--- config.mk ---
export PLATFORM = sky130hd
export DESIGN_NAME = mbarb_top
export DESIGN_NICKNAME = d
export VERILOG_FILES = /design/src/inc/mbarb_pkg.sv /design/src/core/mbarb_edge.sv /design/src/core/mbarb_sync.sv /design/src/core/mbarb_top.sv
export VERILOG_INCLUDE_DIRS = /design/src /design/src/inc
export SDC_FILE = /design/constraint.sdc
export NUM_CORES = 1
export LEC_CHECK = 0
export ABC_AREA = 1
export BUFFER_PORTS_ARGS = -buffer_cell sky130_fd_sc_hd__buf_2
export CAP_MARGIN = 25
export CORE_UTILIZATION = 43
export DETAILED_ROUTE_END_ITERATION = 7
export HOLD_SLACK_MARGIN = 0.1
export PLACE_DENSITY_LB_ADDON = 0.25
export SETUP_SLACK_MARGIN = 0.15
export SLEW_MARGIN = 20
export SYNTH_ARGS = -nofsm -noshare
export SYNTH_HDL_FRONTEND = slang
export SYNTH_SLANG_ARGS = --single-unit
--- constraint.sdc ---
create_clock -name I_CLK_SYS -period 1.4 [get_ports I_CLK_SYS]
set_clock_uncertainty 0.05 [all_clocks]
set_input_delay 0.14 -clock I_CLK_SYS [delete_from_list [all_inputs] [get_ports I_CLK_SYS]]
set_output_delay 0.14 -clock I_CLK_SYS [all_outputs]
set_load 0.1 [all_outputs]
--- src/inc/mbarb_defines.svh ---
/*
  Constants for the multi-master bus arbiter slice: register offsets, field
  positions, reset values and processor status codes.
  Assumes it is included by bare name wherever these names are needed.
*/
`ifndef MBARB_DEFINES_SVH
`define MBARB_DEFINES_SVH

// Register byte offsets, decoded on the low address byte.
`define MBARB_ADDR_CTRL 8'h00
`define MBARB_ADDR_STAT 8'h04
`define MBARB_ADDR_MSB 7

// Control register fields and reset value.
`define MBARB_CTRL_EN_BIT 0
`define MBARB_CTRL_RST 1'h1

// Status register field positions.
`define MBARB_STAT_OWN_BIT 0
`define MBARB_STAT_REQ_BIT 1
`define MBARB_STAT_CYC_BIT 2
`define MBARB_STAT_NEED_BIT 3
`define MBARB_STAT_INIT_BIT 4

// Processor status codes, active low lines sampled as a 3-bit word.
`define MBARB_STATUS_PASSIVE 3'h7
`define MBARB_STATUS_HALT 3'h3
`define MBARB_S2_BIT 2

// Synchroniser reset value: all pins idle high, except init which reads active.
`define MBARB_SYNC_RST 13'h1FFE
`define MBARB_PIN_COUNT 13

// Fixed bus answers.
`define MBARB_ZERO_WORD 32'h0000_0000
`define MBARB_HTRANS_ACTIVE_BIT 1

`endif

--- src/inc/mbarb_pkg.sv ---
/*
  Types of the multi-master bus arbiter slice: the arbitration state enum and
  the packed state record of the top module.
  Assumes the constants header is compiled alongside; no imports are used.
*/
package mbarb_pkg;

  // Arbitration states: idle, requesting the shared bus, owning it.
  typedef enum logic [1:0] {
    MBARB_IDLE,
    MBARB_REQ,
    MBARB_OWN
  } mbarb_fsm_t;

  // Whole state of the top module, registered in one process.
  typedef struct packed {
    mbarb_fsm_t fsm;
    logic cyc_active;
    logic mem_cycle;
    logic halt;
    logic bus_request_out_n;
    logic busy_oe;
    logic common_request_line_oe;
    logic prio_out_n;
    logic aen_n;
    logic ctrl_en;
    logic wr_pend;
    logic wr_ctrl;
    logic hready;
    logic lvl_zero;
    logic [31:0] hrdata;
  } mbarb_state_t;

endpackage : mbarb_pkg

--- src/core/mbarb_edge.sv ---
/*
  Edge finder for a clock pin that has already been synchronised.
  Assumes the input is stable in the system clock domain; outputs are pulses.
*/
`timescale 1ns/1ps
module mbarb_edge (
  input wire logic i_clk,
  input wire logic i_rst,
  input wire logic i_level,
  output logic o_rise,
  output logic o_fall
);

  typedef struct packed {
    logic prev;
  } mbarb_edge_t;

  mbarb_edge_t st;
  mbarb_edge_t next_st;

  // Remember the last level to compare against.
  always_comb begin
    next_st.prev = i_level;
  end

  // Resetting high means a high pin yields no spurious rise.
  always_ff @(posedge i_clk) begin
    if (i_rst) begin
      st.prev <= 1'h1;
    end else begin
      st <= next_st;
    end
  end

  // One-cycle pulses on each detected edge.
  assign o_rise = i_level & ~st.prev;
  assign o_fall = ~i_level & st.prev;

endmodule : mbarb_edge

--- src/core/mbarb_sync.sv ---
/*
  Two flip-flop synchroniser for a group of pins from outside the system clock.
  Assumes a synchronous active-high reset and bits that change independently.
*/
`timescale 1ns/1ps
module mbarb_sync #(
  parameter int W = 1,
  parameter logic [W-1:0] RST_VAL = '0
) (
  input wire logic i_clk,
  input wire logic i_rst,
  input wire logic [W-1:0] i_d,
  output logic [W-1:0] o_q
);

  typedef struct packed {
    logic [W-1:0] s1;
    logic [W-1:0] s2;
  } mbarb_sync_t;

  mbarb_sync_t st;
  mbarb_sync_t next_st;

  // The first stage feeds only the second stage, never any logic.
  always_comb begin
    next_st.s1 = i_d;
    next_st.s2 = st.s1;
  end

  // Reset loads RST_VAL; a pin at another level at release gives one false edge after it.
  always_ff @(posedge i_clk) begin
    if (i_rst) begin
      st.s1 <= RST_VAL;
      st.s2 <= RST_VAL;
    end else begin
      st <= next_st;
    end
  end

  assign o_q = st.s2;

endmodule : mbarb_sync

--- src/core/mbarb_top.sv ---
/*
  Multi-master bus arbiter control slice: request and surrender decisions from
  processor status, straps and select, the wired busy and common request
  lines, the latch tri-state control, and a small AHB-Lite register slave.
  Assumes every arbiter pin arrives from outside the 200 MHz system clock and
  that the pad logic resolves the open-drain wires from the output enables.
  //Operation
  //I/O strap: decide from status bit two
  //I/O mode: request on memory commands
  //I/O mode: surrender allowed during I/O
  //Interrupt acknowledge treated as I/O
  //Drive latch tri-state control output
  //Init input low resets arbiter state
  //After init no arbiter owns bus
  //Select used only with resident strap
  //Resident mode: request while select high
  //Resident mode: surrender while select low
  //Select may glitch from T4 to T2
  //Select clean from T2 to T4
  //Common request low means lower requester
  //Common request line is open-drain wired
  //Transfer owner never pulls common request
  //Owner drops request and surrenders when allowed
  //Tied request plus any-strap: surrender each cycle
  //Bus pins synchronised to bus clock
  //Priority in lets take bus next fall
  //Winner pulls busy low, releases when done
  //Lock low forbids any surrender
  //Without bus, latch drivers held floating
  //Status bit two low: I/O, high: memory
*/
// Chosen here: the register offsets and the AHB-Lite register port.
`timescale 1ns/1ps
`include "mbarb_defines.svh"
module mbarb_top (
  input wire logic I_CLK_SYS,
  input wire logic I_SYS_RST,
  input wire logic I_HSEL,
  input wire logic [31:0] I_HADDR,
  input wire logic [1:0] I_HTRANS,
  input wire logic I_HWRITE,
  input wire logic [2:0] I_HSIZE,
  input wire logic [31:0] I_HWDATA,
  input wire logic I_HREADY,
  output logic O_HREADYOUT,
  output logic O_HRESP,
  output logic [31:0] O_HRDATA,
  input wire logic I_PROC_CLK,
  input wire logic [2:0] I_STATUS_N,
  input wire logic I_LOCK_N,
  input wire logic I_COMMON_REQUEST_LOCK_N,
  input wire logic I_RESIDENT_MODE_STRAP,
  input wire logic I_IO_BUS_STRAP_N,
  input wire logic I_ANY_REQUEST_STRAP,
  input wire logic I_SYSTEM_BUS_SELECT,
  input wire logic I_INIT_N,
  input wire logic I_BUS_CLK,
  input wire logic I_PRIORITY_IN_N,
  input wire logic I_COMMON_REQUEST_LINE,
  output logic O_COMMON_REQUEST_LINE,
  output logic O_COMMON_REQUEST_LINE_OE,
  input wire logic I_BUSY_N,
  output logic O_BUSY_N,
  output logic O_BUSY_N_OE,
  output logic O_BUS_REQUEST_OUT_N,
  output logic O_PRIORITY_OUT_N,
  output logic O_LATCH_TRISTATE_CTL_N
);

  mbarb_pkg::mbarb_state_t st;
  mbarb_pkg::mbarb_state_t next_st;

  logic [`MBARB_PIN_COUNT-1:0] pins_raw;
  logic [`MBARB_PIN_COUNT-1:0] pins;
  logic [2:0] status_n;
  logic lock_n;
  logic crqlck_n;
  logic res_mode;
  logic io_bus_strap_n;
  logic any_req;
  logic sys_sel;
  logic init_n;
  logic bus_clk_s;
  logic prio_in_n;
  logic common_request_line_in;
  logic busy_in_n;
  logic proc_clk_s;
  logic proc_rise;
  logic bclk_fall;
  logic need;
  logic permit;
  logic demand;
  logic [31:0] rd_val;
  logic addr_phase;

  // Every arbiter pin crosses into the system clock through two flops.
  assign pins_raw = {I_STATUS_N, I_LOCK_N, I_COMMON_REQUEST_LOCK_N, I_IO_BUS_STRAP_N,
                     I_ANY_REQUEST_STRAP, I_SYSTEM_BUS_SELECT, I_PRIORITY_IN_N,
                     I_COMMON_REQUEST_LINE, I_BUSY_N, I_RESIDENT_MODE_STRAP, I_INIT_N};

  mbarb_sync #(
    .W(`MBARB_PIN_COUNT),
    .RST_VAL(`MBARB_SYNC_RST)
  ) u_pin_sync (
    .i_clk(I_CLK_SYS),
    .i_rst(I_SYS_RST),
    .i_d(pins_raw),
    .o_q(pins)
  );

  // Both clocks are sampled as data; the bus clock fall and the processor clock rise come out as enable pulses.
  mbarb_sync #(
    .W(2),
    .RST_VAL(2'h3)
  ) u_clk_sync (
    .i_clk(I_CLK_SYS),
    .i_rst(I_SYS_RST),
    .i_d({I_BUS_CLK, I_PROC_CLK}),
    .o_q({bus_clk_s, proc_clk_s})
  );

  // The bus clock runs free, so the one fall seen right after reset is harmless:
  // init leaves its synchroniser in that same cycle, and outside resident mode no request is pending yet.
  mbarb_edge u_bus_edge (
    .i_clk(I_CLK_SYS),
    .i_rst(I_SYS_RST),
    .i_level(bus_clk_s),
    .o_rise(),
    .o_fall(bclk_fall)
  );

  mbarb_edge u_proc_edge (
    .i_clk(I_CLK_SYS),
    .i_rst(I_SYS_RST),
    .i_level(proc_clk_s),
    .o_rise(proc_rise),
    .o_fall()
  );

  // Unpack the synchronised pins; the order matches the concatenation above.
  assign status_n = pins[12:10];
  assign lock_n = pins[9];
  assign crqlck_n = pins[8];
  assign io_bus_strap_n = pins[7];
  assign any_req = pins[6];
  assign sys_sel = pins[5];
  assign prio_in_n = pins[4];
  assign common_request_line_in = pins[3];
  assign busy_in_n = pins[2];
  assign res_mode = pins[1];
  assign init_n = pins[0];

  // Request and surrender conditions per strap mode.
  always_comb begin
    if (res_mode) begin
      need = sys_sel;
      permit = ~sys_sel;
    end else if (!io_bus_strap_n) begin
      need = st.cyc_active & st.mem_cycle;
      permit = ~need;
    end else begin
      need = st.cyc_active & ~st.halt;
      permit = ~st.cyc_active;
    end
    need = need & st.ctrl_en;
    // Common request low means someone below us wants the bus. Without the
    // any-request strap we only yield to it between transfers.
    demand = prio_in_n | st.halt | (~common_request_line_in & crqlck_n & (any_req | ~st.cyc_active));
  end

  // Register read mux; a pending control write is forwarded so control reads never lag.
  always_comb begin
    rd_val = `MBARB_ZERO_WORD;
    case (I_HADDR[`MBARB_ADDR_MSB:0])
      `MBARB_ADDR_CTRL: begin
        rd_val[`MBARB_CTRL_EN_BIT] = (st.wr_pend & st.wr_ctrl) ? I_HWDATA[`MBARB_CTRL_EN_BIT] : st.ctrl_en;
      end
      `MBARB_ADDR_STAT: begin
        rd_val[`MBARB_STAT_OWN_BIT] = (st.fsm == mbarb_pkg::MBARB_OWN);
        rd_val[`MBARB_STAT_REQ_BIT] = (st.fsm == mbarb_pkg::MBARB_REQ);
        rd_val[`MBARB_STAT_CYC_BIT] = st.cyc_active;
        rd_val[`MBARB_STAT_NEED_BIT] = need;
        rd_val[`MBARB_STAT_INIT_BIT] = ~init_n;
      end
      default: begin
        rd_val = `MBARB_ZERO_WORD;
      end
    endcase
  end

  // An address phase is taken only while the bus is ready.
  assign addr_phase = I_HSEL & I_HTRANS[`MBARB_HTRANS_ACTIVE_BIT] & I_HREADY;

  // All next-state logic of the slice in one place.
  always_comb begin
    next_st = st;
    next_st.hready = 1'h1;
    next_st.lvl_zero = 1'h0;
    // Bus slave: zero wait states, a write lands in its data phase.
    if (st.wr_pend && st.wr_ctrl) begin
      next_st.ctrl_en = I_HWDATA[`MBARB_CTRL_EN_BIT];
    end
    next_st.wr_pend = addr_phase & I_HWRITE;
    next_st.wr_ctrl = I_HADDR[`MBARB_ADDR_MSB:0] == `MBARB_ADDR_CTRL;
    if (addr_phase && !I_HWRITE) begin
      next_st.hrdata = rd_val;
    end
    // Processor cycle tracking is clocked by the processor clock edge.
    if (proc_rise) begin
      next_st.cyc_active = status_n != `MBARB_STATUS_PASSIVE;
      next_st.mem_cycle = status_n[`MBARB_S2_BIT];
      next_st.halt = status_n == `MBARB_STATUS_HALT;
    end
    // Shared-bus pins move on the falling bus clock edge, or at once while init is low.
    if (bclk_fall) begin
      case (st.fsm)
        mbarb_pkg::MBARB_IDLE: begin
          if (need) begin
            next_st.fsm = mbarb_pkg::MBARB_REQ;
            next_st.bus_request_out_n = 1'h0;
          end
        end
        mbarb_pkg::MBARB_REQ: begin
          if (!need) begin
            next_st.fsm = mbarb_pkg::MBARB_IDLE;
            next_st.bus_request_out_n = 1'h1;
          end else if (!prio_in_n && busy_in_n) begin
            next_st.fsm = mbarb_pkg::MBARB_OWN;
            next_st.busy_oe = 1'h1;
            next_st.aen_n = 1'h0;
          end
        end
        mbarb_pkg::MBARB_OWN: begin
          if (lock_n && permit && demand) begin
            next_st.fsm = mbarb_pkg::MBARB_IDLE;
            next_st.bus_request_out_n = 1'h1;
            next_st.busy_oe = 1'h0;
            next_st.aen_n = 1'h1;
          end
        end
        default: begin
          next_st.fsm = mbarb_pkg::MBARB_IDLE;
        end
      endcase
      // Only a waiting arbiter pulls the common line; the owner never does.
      next_st.common_request_line_oe = next_st.fsm == mbarb_pkg::MBARB_REQ;
      next_st.prio_out_n = prio_in_n | (next_st.fsm != mbarb_pkg::MBARB_IDLE);
    end
    // Init acts at once, not at a bus edge, so it also clears a stuck owner.
    if (!init_n) begin
      next_st.fsm = mbarb_pkg::MBARB_IDLE;
      next_st.bus_request_out_n = 1'h1;
      next_st.busy_oe = 1'h0;
      next_st.common_request_line_oe = 1'h0;
      next_st.aen_n = 1'h1;
      next_st.prio_out_n = 1'h1;
    end
  end

  // Single state register; reset leaves the arbiter off the shared bus.
  always_ff @(posedge I_CLK_SYS) begin
    if (I_SYS_RST) begin
      st.fsm <= mbarb_pkg::MBARB_IDLE;
      st.cyc_active <= 1'h0;
      st.mem_cycle <= 1'h0;
      st.halt <= 1'h0;
      st.bus_request_out_n <= 1'h1;
      st.busy_oe <= 1'h0;
      st.common_request_line_oe <= 1'h0;
      st.prio_out_n <= 1'h1;
      st.aen_n <= 1'h1;
      st.ctrl_en <= `MBARB_CTRL_RST;
      st.wr_pend <= 1'h0;
      st.wr_ctrl <= 1'h0;
      st.hready <= 1'h1;
      st.lvl_zero <= 1'h0;
      st.hrdata <= `MBARB_ZERO_WORD;
    end else begin
      st <= next_st;
    end
  end

  // Outputs come straight from the state register.
  assign O_HREADYOUT = st.hready;
  assign O_HRESP = st.lvl_zero;
  assign O_HRDATA = st.hrdata;
  assign O_COMMON_REQUEST_LINE = st.lvl_zero;
  assign O_COMMON_REQUEST_LINE_OE = st.common_request_line_oe;
  assign O_BUSY_N = st.lvl_zero;
  assign O_BUSY_N_OE = st.busy_oe;
  assign O_BUS_REQUEST_OUT_N = st.bus_request_out_n;
  assign O_PRIORITY_OUT_N = st.prio_out_n;
  assign O_LATCH_TRISTATE_CTL_N = st.aen_n;
endmodule : mbarb_top

# After elaboration in Yosys (flattened, before gate mapping)
# Cells that the tools add are included.
[op_classes] addsub=0 n_mux=24 bitwise_logic=23 n_eq_ne=11 shifts=0 div=0 reduce_logical=15 magnitude_cmp=0 n_mul=0
[op_table] cell="$mux W1" count=12
[op_table] cell="$mux W2" count=6
[op_table] cell="$and A1 B1 Y1" count=11
[op_table] cell="$reduce_and A5 Y1" count=2
[op_table] cell="$eq A8 B3 Y1 const B" count=1
[op_table] cell="$logic_not A8 Y1" count=1
[op_table] cell="$not A1 Y1" count=8
[op_table] cell="$ne A2 B2 Y1 const B" count=3
[op_table] cell="$pmux W1 S2" count=3
[op_table] cell="$pmux W2 S3" count=1
[op_table] cell="$logic_and A1 B1 Y1" count=5
[op_table] cell="$eq A2 B1 Y1 const B" count=2
[op_table] cell="$mux W4" count=1
[op_table] cell="$ne A2 B1 Y1 const B" count=2
[op_table] cell="$or A1 B1 Y1" count=4
[op_table] cell="$reduce_bool A2 Y1" count=2
[op_table] cell="$eq A3 B2 Y1 const B" count=1
[op_table] cell="$ne A3 B3 Y1 const B" count=1
[op_table] cell="$pmux W1 S3" count=1
[op_table] cell="$reduce_bool A3 Y1" count=1
[op_table] cell="$eq A2 B2 Y1 const B" count=1
[op_table] cell="$logic_not A1 Y1" count=2
[op_table] cell="$logic_not A2 Y1" count=1
[op_table] cell="$reduce_or A2 Y1" count=1
[totals] memories=0 input_bits=89 latchBits=0 romBits=0 register_bits=52 output_inout_bits=41 word_cells=94 ramBits=0

# Logic depth before layout (Yosys ltp)
[logic_depth] depth_word=11 mapped_depth=13 depth_no_buf=13

# Cells and area by module
# From an unflattened synthesis, not the netlist that was laid out.
[hier_totals] cells_unflattened=288 hier_area_um2=2195.9
[modules_own_cells] module="mbarb_top" area_each_um2=1249.9 seq_area_each_um2=360.3 cells_per_inst=180 n_inst=1
[modules_own_cells] module="mbarb_sync at u_pin_sync" area_each_um2=744.5 seq_area_each_um2=520.5 cells_per_inst=81 n_inst=1
[modules_own_cells] module="mbarb_sync at u_clk_sync" area_each_um2=116.4 seq_area_each_um2=80.1 cells_per_inst=13 n_inst=1
[modules_own_cells] module="mbarb_edge" area_each_um2=42.5 seq_area_each_um2=20.0 cells_per_inst=7 n_inst=2

# Worst setup path after synthesis
# Ideal clock, no wire load.
[synth_path] kind="flip-flop to flip-flop" from="reg O_COMMON_REQUEST_LINE_OE (netlist name)" to="reg st, in the netlist O_COMMON_REQUEST_LINE_OE" arrival_time_ns=1.240 synth_period_minus_slack_ns=1.354 path_stages_with_launch=5 setup_ns=0.064 slack_ns=0.046 path_cell_list="dfxtp_1 -> inv_1 -> nor2_1 -> nor2_1 -> nor2_1"
[synth_rtl] item="to (signal assigned)" line="mbarb_top.sv:279" source="st <= next_st;"
[synth_rtl] item="to (decl)" line="mbarb_top.sv:70" source="mbarb_pkg::mbarb_state_t st;"

# Worst setup path in the final report
[layout_path] from="reg st[46] (netlist name)" to="reg st, in the netlist O_COMMON_REQUEST_LINE_OE"
[layout_between] elab_chain_len=5 elab_cells_between_ends=10 cone_classes="eq/ne: 3; mux: 6; reduce/logical: 1"
[layout_lines] item="$mux W2" line="mbarb_top.sv:227" source="end else if (!prio_in_n && busy_in_n) begin"
[layout_lines] item="$mux W2" line="mbarb_top.sv:224" source="if (!need) begin"
[layout_lines] item="$pmux W2 S3 *" line="mbarb_top.sv:216" source="case (st.fsm)"
[layout_lines] item="$mux W2 *" line="mbarb_top.sv:215" source="if (bclk_fall) begin"
[layout_lines] item="$eq A2 B1 Y1 *" line="mbarb_top.sv:246" source="next_st.common_request_line_oe = next_st.fsm == mbarb_pkg::MBARB_REQ;"
# Mark *: on every way between the ends. The rest lies on a longest branch, timed or not. The select of a mux whose other input is x is not followed.
# A chain may end at the register's enable or synchronous reset.

==> impl_results.md <==
- Status: finished with violations
- Failing checks: negative setup slack
- Post-route ant nets: 0
- PwrDens: 1110 mW/mm^2
- Site row count: 25
- Min-delay worst type: input port to flip-flop
- Buffer and inverter count on the worst path: 1
- Final HPWL DP: 2220 um
- Count of final max-slew check failures: 0
- Worst vdd ir: 0.844 mV
- Routed vias/inst: 4.11
- Sequential area share after synthesis: 46.9%
- Cell Chain, Critical Path: inv_2, ha_4, nand4_1, nand2_1, nand2_1, nor2_2, nor2_1, nor2_1, nor2_1
- Starting Density: 44.8%
- Layout cells sized above 1: 40.1%
- Sequential cell area: 0.00102 mm^2
- Final net count: 411
- Critical Path Start Type: flip-flop
- Ports: 130
- Final setup fails: 2
- Detailed Routing Iterations Pass 1: 4
- H-tree depth: 2
- Final Routed Wirelength: 3560 um
- Synth unique cells: 28
- Placer congestion estimate: 0.830
- # DRC: 0
- Worst endpoint required time: 1.55 ns
- Max Cap Violations: 0
- Leakage: 1.26 nW
- Synthesis-to-finish area growth: 30.7%
- Root Buffer: clkbuf_8
- Core area: 0.00475 mm^2
- Number of diodes: 0
- Total CTS buffers: 5
- Final period utilization: 102%
- Clock Path Buffers: 2
- DR WL/cell: 9.23 um
- CP max-delay cell: dfxtp_2
- Worst Path Arrival: 1.58 ns
- Period minus WS final: 1.43 ns
- Most common cell after layout, fill and taps aside: dfxtp_1
- Syn avg cell area: 8.30 um^2
- Area of the die: 0.00524 mm^2
- CTS Sinks: 50
- Most frequent cells in the layout: dfxtp_1 (38), conb_1 (31), or2_2 (29), buf_2 (29), nand2_1 (28)
- Critical path endpoint category: flip-flop
- Critical Path Fanout Max: 5
- Worst hold slack: 0.118 ns
- RSZ-0062 raised after global routing: true
- CP dominant cell by count: nor2_1
- Ys Warns: 0
- Final setup margin: -0.0279 ns
- Largest net degree at the start of global routing: 25
- Final Hold Viols: 0
- Setup TNS Final: -0.0322 ns
- Flip-flop and latch count after synthesis: 50
- Worst path max stage delay: 0.36 ns
- Max frequency: 700 MHz
- Initial antenna violation count: 0
- Chip height: 72.4 um
- Total Routing Usage GR: 14.0%
- CP top delay family: simple AND/OR/NAND/NOR gates
- Area of the multi-input gates: 973 um^2
- Die width: 72.4 um
- Tot Pwr: 3.11 mW
- Worst-Skew Late Latency: 0.30 ns
- First-pass GRT wire length: 5620 um
- # fillers: 439
- CTS tree: built
- Via count: 1585
- CP Class: flip-flop to flip-flop
- Port bufs: 39
- Initial drt markers: 48
- Area of the mapped netlist: 0.00213 mm^2
- CTS clock-pin slew for the worst setup and hold paths: 0.10 ns
- GRT Residual Overflow: 0
- Vias in the first global route: 1406
- Post-Syn Instances: 257
[power by group]
| part | internal (mW) | total [mW] | switching [mW] | leakage (nW) |
|---|---|---|---|---|
| sequential | 1.46 | 1.48 | 0.0191 | 0.412 |
| combinational | 0.125 | 0.582 | 0.457 | 0.796 |
| clock | 0.544 | 1.04 | 0.497 | 0.0563 |
[logic make-up after synthesis]
logic type,Yosys count,share of synthesized area (%)
adder cells (fa/ha/maj),4,2.35
AO/OA/AOI/OAI,22,6.45
AND/OR/NAND/NOR,108,25.1
flip-flops,50,46.9
buffers and inverters,71,18.8
other,2,0.352
[state kept, by name, indices dropped and copies added, names as in the netlist]
signal and count:
u_bus_edge.st 1, u_proc_edge.st 1, st 8, O_LATCH_TRISTATE_CTL_N 1
O_HRDATA 5, u_clk_sync.next_st 2, O_PRIORITY_OUT_N 1, u_clk_sync.o_q 2
u_pin_sync.o_q 13, O_COMMON_REQUEST_LINE_OE 1, O_BUS_REQUEST_OUT_N 1, O_BUSY_N_OE 1
u_pin_sync.next_st 13
[layer usage]
metal	part of all wire (%)	GRT usage, %	vias to the layer above
met4	2.4	6.97	0
met3	4.8	3.89	11
li1	-	-	847
met5	0	0	-
met2	49	23.9	51
met1	44	16.2	676
[Yosys cell counts (all sizes together)]
cell type | instances | area [um^2]
dfxtp | 50 | 1000
buf | 36 | 270
nand2 | 36 | 140
inv | 30 | 113
or2 | 29 | 181
nor2 | 22 | 95.1
nand3 | 15 | 80.1
a21oi | 12 | 63.8
clkbuf | 4 | 15.0
ha | 4 | 50.1
o21ai | 4 | 20.0
nand4 | 3 | 18.8
a31oi | 2 | 12.5
conb | 2 | 7.51
o211ai | 2 | 15.0
a211oi | 1 | 7.51
a21boi | 1 | 18.8
clkinv | 1 | 3.75
nor3 | 1 | 5.00
nor3b | 1 | 7.51
nor4 | 1 | 6.26
[stage by stage]
step / instance area (um^2) / utilization [%] / cells / setup WS (ns)
3_3_place_gp: 2270 / 47.7 / 355 / 0.0208
2_1_floorplan: 2250 / - / 286 / 0.156
6_report: 2790 / 58.6 / 386 / -0.0279
3_5_place_dp: 2270 / 47.7 / 355 / 0.0189
4_1_cts: 2680 / 56.3 / 385 / 0.0225
5_1_grt: 2790 / 58.6 / 386 / -0.0976
[cell type report]
type	instances	share of cell area, %
Sequential cell	50	36.7
Tap cell	67	3.01
Clock buffer	5	2.47
Inverter	31	4.27
Timing Repair Buffer	65	16.8
Clock inverter	3	1.75
Multi-Input combinational cell	165	34.9
[worst paths after layout]
check | start | end | slack, ns | cells after the start
worst max register to register | st[46]$_SDFFE_PP0P_ | O_COMMON_REQUEST_LINE_OE$_SDFFE_PP0P_ | -0.03 | 9
worst min register to register | u_pin_sync.next_st[7]$_SDFF_PP1_ | u_pin_sync.o_q[7]$_SDFF_PP1_ | 0.35 | 1
worst min-delay path | I_SYS_RST | O_HRDATA[3]$_SDFFE_PP0P_ | 0.12 | 2
worst max-delay path | st[46]$_SDFFE_PP0P_ | O_COMMON_REQUEST_LINE_OE$_SDFFE_PP0P_ | -0.03 | 9
[repair_timing]
action | 4_1_cts | 5_1_grt
resized for setup | 26 | 27
pin swaps | 6 | 16
endpoints found under the setup margin | 17 | 12
hold buffers | 20 | 0
endpoints found under the hold margin | 17 | 0
buffers inserted | 2 | 1
Power figures use the tool's default switching activity.
